$ cat config.mk
export PLATFORM = sky130hd
export DESIGN_NAME = utxs_top
export DESIGN_NICKNAME = d
export VERILOG_FILES = /design/src/rtl/utxs_pkg.sv /design/src/rtl/utxs_mem_if.sv /design/src/rtl/utxs_fifo_mem.sv /design/src/rtl/utxs_top.sv
export SDC_FILE = /design/constraint.sdc
export NUM_CORES = 1
export LEC_CHECK = 0
export BUFFER_PORTS_ARGS = -buffer_cell sky130_fd_sc_hd__buf_2
export CORE_ASPECT_RATIO = 1.25
export CORE_MARGIN = 1
export CORE_UTILIZATION = 53
export DETAILED_ROUTE_END_ITERATION = 6
export PLACE_DENSITY = 0.7
export RECOVER_POWER = 50
export SYNTH_ARGS = -nofsm -noshare
export SYNTH_HDL_FRONTEND = slang
export SYNTH_SLANG_ARGS = --single-unit
export TNS_END_PERCENT = 1
$ cat constraint.sdc
create_clock -name CORE_CLK_IN -period 5.9 [get_ports CORE_CLK_IN]
set_input_delay 0.885 -clock CORE_CLK_IN [delete_from_list [all_inputs] [get_ports CORE_CLK_IN]]
set_output_delay 0.885 -clock CORE_CLK_IN [all_outputs]
set_load 0.05 [all_outputs]
$ cat src/rtl/utxs_pkg.sv
// Shared constants and types for the transmit endpoint status block.
package utxs_pkg;

  // ----------------------------------------------------------------
  // FIFO geometry
  // ----------------------------------------------------------------
  localparam int          AW         = 6;
  localparam logic [6:0]  FIFO_DEPTH = 7'h40;
  localparam logic [4:0]  FREE_MAX   = 5'h1F;

  // ----------------------------------------------------------------
  // Register indexes; the byte address is four times the low ten bits of the index
  // ----------------------------------------------------------------
  localparam logic [31:0] IDX_TX_STATUS  = 32'h5000_1874;
  localparam logic [31:0] IDX_TX_CONTROL = 32'h5000_1876;
  localparam logic [31:0] IDX_TX_DATA    = 32'h5000_1872;
  localparam logic [31:0] IDX_EP_CONFIG  = 32'h5000_1880;
  localparam logic [31:0] IDX_IRQ_STATUS = 32'h5000_1881;
  localparam logic [31:0] IDX_IRQ_MASK   = 32'h5000_1882;
  localparam logic [11:0] ADDR_TX_STATUS  = {IDX_TX_STATUS[9:0], 2'h0};
  localparam logic [11:0] ADDR_TX_CONTROL = {IDX_TX_CONTROL[9:0], 2'h0};
  localparam logic [11:0] ADDR_TX_DATA    = {IDX_TX_DATA[9:0], 2'h0};
  localparam logic [11:0] ADDR_EP_CONFIG  = {IDX_EP_CONFIG[9:0], 2'h0};
  localparam logic [11:0] ADDR_IRQ_STATUS = {IDX_IRQ_STATUS[9:0], 2'h0};
  localparam logic [11:0] ADDR_IRQ_MASK   = {IDX_IRQ_MASK[9:0], 2'h0};

  // ----------------------------------------------------------------
  // Register selects and field positions
  // ----------------------------------------------------------------
  localparam logic [2:0] SEL_NONE    = 3'h0;
  localparam logic [2:0] SEL_STATUS  = 3'h1;
  localparam logic [2:0] SEL_CONTROL = 3'h2;
  localparam logic [2:0] SEL_DATA    = 3'h3;
  localparam logic [2:0] SEL_CONFIG  = 3'h4;
  localparam logic [2:0] SEL_IRQ_ST  = 3'h5;
  localparam logic [2:0] SEL_IRQ_MSK = 3'h6;
  localparam int STS_URUN_BIT   = 7;
  localparam int STS_ACK_BIT    = 6;
  localparam int STS_DONE_BIT   = 5;
  localparam int CTL_BYPASS_BIT = 7;
  localparam int CTL_FLUSH_BIT  = 3;
  localparam int CTL_TOGGLE_BIT = 2;
  localparam int CTL_LAST_BIT   = 1;
  localparam int CTL_ARM_BIT    = 0;
  localparam int CFG_ISO_BIT    = 0;
  localparam int CFG_STALL_BIT  = 1;
  localparam int IRQ_DONE_BIT   = 0;
  localparam int IRQ_URUN_BIT   = 1;
  localparam int IRQ_NAK_BIT    = 2;
  localparam logic       BYPASS_RST   = 1'h0;
  localparam logic [2:0] IRQ_MASK_RST = 3'h0;

  // ----------------------------------------------------------------
  // Types
  // ----------------------------------------------------------------
  typedef enum logic [1:0] {ST_IDLE, ST_SEND, ST_WAIT_HS} utxs_state_e;

  typedef struct packed {
    utxs_state_e st;
    logic        arm;
    logic        last;
    logic        toggle;
    logic        flush_pend;
    logic        bypass;
    logic        iso;
    logic        stall;
    logic        urun;
    logic        ack;
    logic        done;
    logic        frame_lsb;
    logic [AW:0] wp;
    logic [AW:0] rp;
    logic        valid;
    logic        rd_pend;
    logic        pid;
    logic        start;
    logic        eop;
    logic        stuff;
    logic        nak;
    logic        stall_hs;
    logic [31:0] prdata;
    logic        slverr;
    logic [2:0]  irq_st;
    logic [2:0]  irq_mask;
  } utxs_regs_s;

  // Decodes the low address bits; used for read capture and write.
  function automatic logic [2:0] utxs_decode(input logic [11:0] a);
    unique case (a)
      ADDR_TX_STATUS:  return SEL_STATUS;
      ADDR_TX_CONTROL: return SEL_CONTROL;
      ADDR_TX_DATA:    return SEL_DATA;
      ADDR_EP_CONFIG:  return SEL_CONFIG;
      ADDR_IRQ_STATUS: return SEL_IRQ_ST;
      ADDR_IRQ_MASK:   return SEL_IRQ_MSK;
      default:         return SEL_NONE;
    endcase
  endfunction

endpackage

$ cat src/rtl/utxs_mem_if.sv
// Interface between the endpoint logic and its FIFO storage.
`timescale 1ns/1ps
`default_nettype none
interface utxs_mem_if;
  logic                   wr_en;
  logic [utxs_pkg::AW-1:0] wr_addr;
  logic [7:0]             wr_data;
  logic                   rd_en;
  logic [utxs_pkg::AW-1:0] rd_addr;
  logic [7:0]             rd_data;
  modport ctrl (output wr_en, wr_addr, wr_data, rd_en, rd_addr,
                input rd_data);
  modport mem  (input wr_en, wr_addr, wr_data, rd_en, rd_addr,
                output rd_data);
endinterface
`default_nettype wire

$ cat src/rtl/utxs_fifo_mem.sv
// Byte storage of the transmit FIFO with a registered read port.
`timescale 1ns/1ps
`default_nettype none
module utxs_fifo_mem (
  // Clock and reset.
  input wire logic clk_in,
  input wire logic rst_n_in,
  // Storage port.
  utxs_mem_if.mem  mif
);
  import utxs_pkg::*;

  logic [7:0] store_q [2**AW];

  // Read data comes from a flop so the byte output is glitch free.
  always_ff @(posedge clk_in) begin
    if (mif.wr_en) begin
      store_q[mif.wr_addr] <= mif.wr_data;
    end
    if (!rst_n_in) begin
      mif.rd_data <= 8'h00;
    end else if (mif.rd_en) begin
      mif.rd_data <= store_q[mif.rd_addr];
    end
  end
endmodule
`default_nettype wire

$ cat src/rtl/utxs_top.sv
// Transmit endpoint status, arming and isochronous frame lock.
//
// The APB slave port was left to the implementer.
`timescale 1ns/1ps
`default_nettype none
// How it works
// - Empty FIFO mid-packet without last byte sets underrun and forces stuff error.
// - Reading the transmit status register clears the underrun flag.
// - Non-isochronous: handshake flag set on host ACK, cleared otherwise.
// - Isochronous: flag set when sent in frame; else cleared, FIFO flushed, done.
// - Handshake flag is valid with done set; status read clears it.
// - Done set on packet complete, STALL to IN, or isochronous send/discard.
// - Reading the transmit status register clears the done flag.
// - Free byte count in bits 4:0, saturating at 31, resets to 31.
// - Frame lock bypass only matters on an isochronous endpoint.
// - Bypass set: isochronous data goes out on the next IN token.
// - Bypass clear: isochronous send only when frame LSB equals toggle.
// - Frame lock bypass is zero after reset.
// - Isochronous endpoint never answers NAK when not ready.
// - Toggle and frame number bit 0 gate isochronous transmit enable.
// - Hardware clears arm after one packet or STALL; firmware re-arms.
module utxs_top (
  // Clock and reset.
  input  wire logic        CORE_CLK_IN,
  input  wire logic        RST_N_IN,
  // APB slave.
  input  wire logic        PSEL_IN,
  input  wire logic        PENABLE_IN,
  input  wire logic        PWRITE_IN,
  input  wire logic [31:0] PADDR_IN,
  input  wire logic [31:0] PWDATA_IN,
  output logic      [31:0] PRDATA_OUT,
  output logic             PREADY_OUT,
  output logic             PSLVERR_OUT,
  // Token side of the protocol engine.
  input  wire logic        IN_TOKEN_IN,
  input  wire logic        SOF_IN,
  input  wire logic        FRAME_LSB_IN,
  input  wire logic        HOST_ACK_IN,
  input  wire logic        HOST_TIMEOUT_IN,
  // Byte stream to the serialiser.
  input  wire logic        TX_READY_IN,
  output logic      [7:0]  TX_DATA_OUT,
  output logic             TX_VALID_OUT,
  output logic             TX_PID_DATA1_OUT,
  output logic             TX_START_OUT,
  output logic             TX_EOP_OUT,
  output logic             TX_STUFF_ERR_OUT,
  output logic             NAK_OUT,
  output logic             STALL_OUT,
  // Interrupt.
  output logic             IRQ_OUT
);
  import utxs_pkg::*;

  // ----------------------------------------------------------------
  // State and storage
  // ----------------------------------------------------------------
  localparam utxs_regs_s RST_STATE = '{st: ST_IDLE, bypass: BYPASS_RST,
                                        irq_mask: IRQ_MASK_RST,
                                        default: '0};

  utxs_regs_s  s_q;
  utxs_regs_s  s_d;
  utxs_mem_if  mif ();
  logic [2:0]  sel;
  logic        setup;
  logic        access;
  logic [AW:0] used;
  logic        empty;
  logic        full;
  logic        gate;
  logic        discard;
  logic        underrun;
  logic        evt_done;
  logic        evt_nak;
  logic [4:0]  free_cnt;

  utxs_fifo_mem i_utxs_fifo_mem (
    .clk_in   (CORE_CLK_IN),
    .rst_n_in (RST_N_IN),
    .mif      (mif)
  );

  // Free space clipped to the five-bit field.
  function automatic logic [4:0] sat_free(input logic [AW:0] u);
    logic [AW:0] fr;
    fr = FIFO_DEPTH - u;
    return (fr > {2'h0, FREE_MAX}) ? FREE_MAX : fr[4:0];
  endfunction

  // ----------------------------------------------------------------
  // Derived terms
  // ----------------------------------------------------------------
  // Pointers carry one extra bit so full and empty stay distinct.
  assign sel      = utxs_decode(PADDR_IN[11:0]);
  assign setup    = PSEL_IN && !PENABLE_IN;
  assign access   = PSEL_IN && PENABLE_IN;
  assign used     = s_q.wp - s_q.rp;
  assign empty    = (used == 7'h00);
  assign full     = (used == FIFO_DEPTH);
  assign free_cnt = sat_free(used);
  // Only an isochronous endpoint is locked to the frame parity.
  assign gate     = !s_q.iso || s_q.bypass ||
                    (s_q.frame_lsb == s_q.toggle);
  // An armed frame that passed without an IN token is thrown away.
  assign discard  = (s_q.st == ST_IDLE) && !IN_TOKEN_IN && SOF_IN &&
                    s_q.iso && s_q.arm && !s_q.bypass &&
                    (s_q.frame_lsb == s_q.toggle);
  assign underrun = (s_q.st == ST_SEND) && !s_q.valid && !s_q.rd_pend &&
                    empty && !s_q.last && TX_READY_IN;

  // ----------------------------------------------------------------
  // Next-state logic
  // ----------------------------------------------------------------
  // Register writes and read-clears come first; hardware events are
  // applied afterwards so that a hardware event always beats a register access.
  always_comb begin
    s_d          = s_q;
    s_d.start    = 1'h0;
    s_d.eop      = 1'h0;
    s_d.stuff    = 1'h0;
    s_d.nak      = 1'h0;
    s_d.stall_hs = 1'h0;
    evt_done     = 1'h0;
    evt_nak      = 1'h0;
    mif.wr_en    = 1'h0;
    mif.wr_addr  = s_q.wp[AW-1:0];
    mif.wr_data  = PWDATA_IN[7:0];
    mif.rd_en    = 1'h0;
    mif.rd_addr  = s_q.rp[AW-1:0];

    // Read data is captured in the setup cycle and shown in access.
    if (setup) begin
      s_d.prdata = 32'h0000_0000;
      s_d.slverr = 1'h0;
      unique case (sel)
        SEL_STATUS:  s_d.prdata[7:0] = {s_q.urun, s_q.ack, s_q.done,
                                        free_cnt};
        SEL_CONTROL: s_d.prdata[7:0] = {s_q.bypass, 3'h0, s_q.flush_pend,
                                        s_q.toggle, s_q.last, s_q.arm};
        SEL_DATA:    s_d.prdata = 32'h0000_0000;
        SEL_CONFIG:  s_d.prdata[1:0] = {s_q.stall, s_q.iso};
        SEL_IRQ_ST:  s_d.prdata[2:0] = s_q.irq_st;
        SEL_IRQ_MSK: s_d.prdata[2:0] = s_q.irq_mask;
        SEL_NONE:    s_d.slverr = 1'h1;
      endcase
    end

    // Reads clear only the bits that were actually returned.
    if (access && !PWRITE_IN) begin
      if (sel == SEL_STATUS) begin
        s_d.urun = s_q.urun & ~s_q.prdata[STS_URUN_BIT];
        s_d.ack  = s_q.ack  & ~s_q.prdata[STS_ACK_BIT];
        s_d.done = s_q.done & ~s_q.prdata[STS_DONE_BIT];
      end
      if (sel == SEL_IRQ_ST) begin
        s_d.irq_st = s_q.irq_st & ~s_q.prdata[2:0];
      end
    end

    // Register writes take effect on the access edge.
    if (access && PWRITE_IN) begin
      unique case (sel)
        SEL_CONTROL: begin
          s_d.bypass = PWDATA_IN[CTL_BYPASS_BIT];
          s_d.toggle = PWDATA_IN[CTL_TOGGLE_BIT];
          s_d.last   = PWDATA_IN[CTL_LAST_BIT];
          s_d.arm    = PWDATA_IN[CTL_ARM_BIT];
          s_d.flush_pend = s_q.flush_pend | PWDATA_IN[CTL_FLUSH_BIT];
        end
        SEL_DATA: begin
          // A byte written to a full FIFO is dropped.
          if (!full) begin
            mif.wr_en = 1'h1;
            s_d.wp    = s_q.wp + 7'h01;
          end
        end
        SEL_CONFIG: begin
          s_d.iso   = PWDATA_IN[CFG_ISO_BIT];
          s_d.stall = PWDATA_IN[CFG_STALL_BIT];
        end
        SEL_IRQ_MSK: s_d.irq_mask = PWDATA_IN[2:0];
        SEL_STATUS, SEL_IRQ_ST, SEL_NONE: s_d.slverr = s_q.slverr;
      endcase
    end

    // The frame parity is taken at each start of frame.
    if (SOF_IN) begin
      s_d.frame_lsb = FRAME_LSB_IN;
    end

    // A flush waits until no packet is using the FIFO.
    if (s_q.flush_pend && s_q.st == ST_IDLE) begin
      s_d.rp         = s_q.wp;
      s_d.flush_pend = 1'h0;
    end

    unique case (s_q.st)
      ST_IDLE: begin
        if (IN_TOKEN_IN) begin
          if (s_q.stall) begin
            s_d.stall_hs = 1'h1;
            s_d.arm      = 1'h0;
            evt_done     = 1'h1;
          end else if (s_q.arm && gate) begin
            s_d.st    = ST_SEND;
            s_d.start = 1'h1;
            s_d.pid   = s_q.iso ? 1'h0 : s_q.toggle;
          end else if (!s_q.iso) begin
            s_d.nak = 1'h1;
            evt_nak = 1'h1;
          end
        end else if (discard) begin
          s_d.rp   = s_q.wp;
          s_d.ack  = 1'h0;
          s_d.arm  = 1'h0;
          s_d.last = 1'h0;
          evt_done = 1'h1;
        end
      end
      ST_SEND: begin
        if (s_q.rd_pend) begin
          s_d.rd_pend = 1'h0;
          s_d.valid   = 1'h1;
        end else if (s_q.valid) begin
          if (TX_READY_IN) begin
            s_d.valid = 1'h0;
          end
        end else if (!empty) begin
          mif.rd_en   = 1'h1;
          s_d.rp      = s_q.rp + 7'h01;
          s_d.rd_pend = 1'h1;
        end else if (s_q.last) begin
          // Payload finished; the serialiser appends CRC and EOP.
          s_d.eop  = 1'h1;
          s_d.last = 1'h0;
          if (s_q.iso) begin
            s_d.st   = ST_IDLE;
            s_d.arm  = 1'h0;
            s_d.ack  = 1'h1;
            evt_done = 1'h1;
          end else begin
            s_d.st = ST_WAIT_HS;
          end
        end else if (underrun) begin
          s_d.st    = ST_IDLE;
          s_d.stuff = 1'h1;
          s_d.arm   = 1'h0;
        end
      end
      ST_WAIT_HS: begin
        if (HOST_ACK_IN || HOST_TIMEOUT_IN) begin
          s_d.st   = ST_IDLE;
          s_d.ack  = HOST_ACK_IN;
          s_d.arm  = 1'h0;
          evt_done = 1'h1;
        end
      end
    endcase

    // Hardware sets last, so an event in a read cycle is kept.
    if (underrun) begin
      s_d.urun = 1'h1;
    end
    if (evt_done) begin
      s_d.done = 1'h1;
    end
    s_d.irq_st[IRQ_DONE_BIT] = s_d.irq_st[IRQ_DONE_BIT] | evt_done;
    s_d.irq_st[IRQ_URUN_BIT] = s_d.irq_st[IRQ_URUN_BIT] | underrun;
    s_d.irq_st[IRQ_NAK_BIT]  = s_d.irq_st[IRQ_NAK_BIT] | evt_nak;
  end

  // Synchronous reset puts every control bit at its documented value.
  always_ff @(posedge CORE_CLK_IN) begin
    if (!RST_N_IN) begin
      s_q <= RST_STATE;
    end else begin
      s_q <= s_d;
    end
  end

  // ----------------------------------------------------------------
  // Outputs
  // ----------------------------------------------------------------
  // The slave never inserts wait states.
  assign PREADY_OUT       = 1'h1;
  assign PRDATA_OUT       = s_q.prdata;
  assign PSLVERR_OUT      = s_q.slverr;
  assign TX_DATA_OUT      = mif.rd_data;
  assign TX_VALID_OUT     = s_q.valid;
  assign TX_PID_DATA1_OUT = s_q.pid;
  assign TX_START_OUT     = s_q.start;
  assign TX_EOP_OUT       = s_q.eop;
  assign TX_STUFF_ERR_OUT = s_q.stuff;
  assign NAK_OUT          = s_q.nak;
  assign STALL_OUT        = s_q.stall_hs;
  assign IRQ_OUT          = |(s_q.irq_st & s_q.irq_mask);
endmodule
`default_nettype wire

==> flow_summary.ini <==
[clock_network]
cts_tree = yes
cts_sinks = 570
cts_resized = 0
h-tree-depth = 2
cts_buffer_depth = 3
hold_buffers = 0
post_cts_buffers = 0
cts_buffers = 53
cts_root_buffer = clkbuf_16
clock_latency_ns = 0.58
path_clk_slew_ns = 0.06

[floorplanning]
die_y_um = 237
die_w_um = 190
fp.coreArea_um2 = 43300
die_area_um2 = 44900
row_count = 85
start_util_pct = 54.0
ios = 125

[place]
portBuffers = 55
place_congestion = 0.902
hpwl_mm = 29.8

[yosys]
synth-seq-area-share_pct = 70.8
synth.area.top_cells = edfxtp_1 (66%), mux4_2 (12%), dfxtp_1 (5.0%), nor2_1 (1.7%), buf_4 (1.2%)
synth_ff_type = edfxtp_1
async_flop_share_pct = 0
synth-edff-count = 512
yosys_register_bits = 570
synth.distinct_cells = 72
netlist_area_um2 = 23400
yosysWarnings = 0
synth.most_common_cell = edfxtp_1
yosys.area.top_type_share_pct = 65.8
avgSynthCellArea_um2 = 17.4
synthCells = 1346
ys_top_cells_by_count = edfxtp_1 (512), mux4_2 (128), nor2_1 (107), dfxtp_1 (58), nand2_1 (56)
yosysTopAreaCell = edfxtp_1

[setup_path]
worst_setup_path_end_kind = register
slowest_delay_ns = 0.81
path_buf_inv = 2
worst-endpoint-required_ns = 6.10
path_max_fanout = 8
path_class = register to register
r2r-start = mif.wr_addr[0]
r2r_end = i_utxs_fifo_mem.store_q[62][7]
critPathLaunchType = register
rr_worst_depth = 11
cp_slowest_cell = nor2_1
critPathTopFamily = simple AND/OR/NAND/NOR gates
r2r_slack_ns = 1.49
path_cells = inv_1, ha_1, inv_1, fa_1, a211oi_1, nor2_1, xnor2_2, nand4_4, and2_1, nand4_2, nor2_1
cp.arrival_ns = 4.61

[global_routing]
antenna_found_initial = 0
grt_pass1_vias = 12500
overflow = 0
grt_pass1_wl_mm = 74.8
grt_max_degree = 67
grt_usage_pct = 22.5

[outcome]
status = finished with violations
violations = max-capacitance violations, max-slew violations

[timing]
max_freq_mhz = 227
rsz0062_at_grt = false
final_hold_viol_count = 0
drv_slew = 561
setup_tns_ns = 0
finalSetupViolCount = 0
relSlewSlack_pct = -118
layout_min_cycle_time_ns = 4.41
post-route-period-util_pct = 74.7
worst_slew_pin_slew_ns = 3.28
clock_skew_ns = 0.0146

[final_layout]
fill_cells = 3139
num-nets-final = 1479
antenna_cells = 0
drive_gt1_share_pct = 18.9
areaGrowthSynthToFinish_pct = 9.37

[pwr]
p_leak_nw = 7.91
vdd_ir_drop_max_mv = 0.248
finalPower_mw = 7.83
power.density_nw_per_um2 = 306

[hold_path]
min_from = PSLVERR_OUT
hold_path_depth = 2
min_path_type = register to register
min_to = PSLVERR_OUT

[detailed_routing]
dr.pass1.iters = 7
drc = 0
via_count = 12300
ant_nets = 0
wirelength_mm = 49.6
routedWlPerCell_um = 24.9
viasPerCell = 6.15
drt_iter0_drc = 1034

[run]
max-cap-violations = 10
-- worst max path at each step --
stage                               from                             end  slack (ns)  cells after the start
final                     mif.wr_addr[0]  i_utxs_fifo_mem.store_q[62][7]        1.49                     11
after global routing      mif.wr_addr[0]  i_utxs_fifo_mem.store_q[62][2]        1.26                     11
after CTS                 mif.wr_addr[0]  i_utxs_fifo_mem.store_q[22][5]        1.65                     12
after detailed placement    PADDR_IN[11]  i_utxs_fifo_mem.store_q[22][3]        1.29                     10
after global placement      PADDR_IN[11]  i_utxs_fifo_mem.store_q[38][3]        1.33                     10
after floorplan           mif.rd_addr[2]  i_utxs_fifo_mem.store_q[40][0]        2.26                     13
-- registers in the layout, indices dropped and copies added (netlist names) --
register,count
TX_PID_DATA1_OUT,1
TX_VALID_OUT,1
PRDATA_OUT,8
STALL_OUT,1
i_utxs_fifo_mem.store_q,512
mif.wr_addr,6
NAK_OUT,1
TX_STUFF_ERR_OUT,1
s_q,22
TX_EOP_OUT,1
PSLVERR_OUT,1
mif.rd_addr,6
i_utxs_fifo_mem.mif.rd_data,8
TX_START_OUT,1
-- per-layer routing --
metal / vias up / GRT usage (%) / share of wire (%)
li1: 5451 / - / -
met1: 6281 / 29.1 / 39
met2: 437 / 39.6 / 53
met3: 85 / 2.79 / 5.8
met4: 0 / 6.96 / 2.8
met5: - / 0 / 0
-- metrics by stage --
step                      area (um2)  cells  hold slack (ns)  utilization (%)  setup WS [ns]
after floorplan                23500   1369            0.436                -           2.26
after global placement         24000   1897            0.441             55.4           1.33
after detailed placement       24000   1897            0.448             55.4           1.29
after CTS                      25600   1993            0.456             59.2           1.65
after global routing           25600   1993            0.483             59.0           1.26
final                          25600   1993            0.450             59.0           1.49
-- power by group --
| part | internal (mW) | switching (mW) |
|---|---|---|
| registers | 4.40 | 0.00340 |
| clock network | 1.85 | 1.42 |
| logic | 0.0208 | 0.134 |
-- cells by family after synthesis --
logic type / Yosys count / synth area share [%]
flip-flops: 570 / 70.8
AND/OR/NAND/NOR: 267 / 5.78
AO/OA/AOI/OAI: 197 / 5.87
multiplexers: 142 / 12.9
buffers and inverters: 133 / 2.93
XOR/XNOR: 18 / 0.739
adder cells (fa/ha/maj): 17 / 0.942
other: 2 / 0.0321
-- cell type report --
cell class / count / area, um2 / area share (%)
inverters: 25 / 93.8 / 0.367
repair buffers: 71 / 332 / 1.30
flip-flops and latches: 570 / 16500 / 64.7
clock inverters: 29 / 253 / 0.989
multi-input cells: 666 / 6230 / 24.4
clock buffers: 67 / 1400 / 5.47
well taps: 565 / 707 / 2.77
-- worst register-to-register path: cells and delay by family, from the launching register on --
family                   cells  cell delay, ns
AND/OR/NAND/NOR              5            2.10
adder cells (fa/ha/maj)      2            0.63
AO/OA/AOI/OAI                1            0.42
flip-flops                   1            0.40
buffers and inverters        2            0.27
XOR/XNOR                     1            0.22
-- cells in the final DEF, fill, tap and decap left out, types with 10 or more instances in the layout --
cell and instances:
mux4_2 128, a21oi_1 49, edfxtp_1 512, mux2i_1 13
nand3_1 25, conb_1 25, clkbuf_1 49, nor3_1 12
buf_2 25, a221oi_1 17, inv_1 25, o21ai_0 16
a22oi_1 35, o22ai_1 18, xnor2_1 10, dfxtp_1 56
ha_1 16, nor2_1 104, nand2_1 56, a22o_1 18
clkbuf_16 53, clkinv_2 15
(Power assumes the default switching activity.)
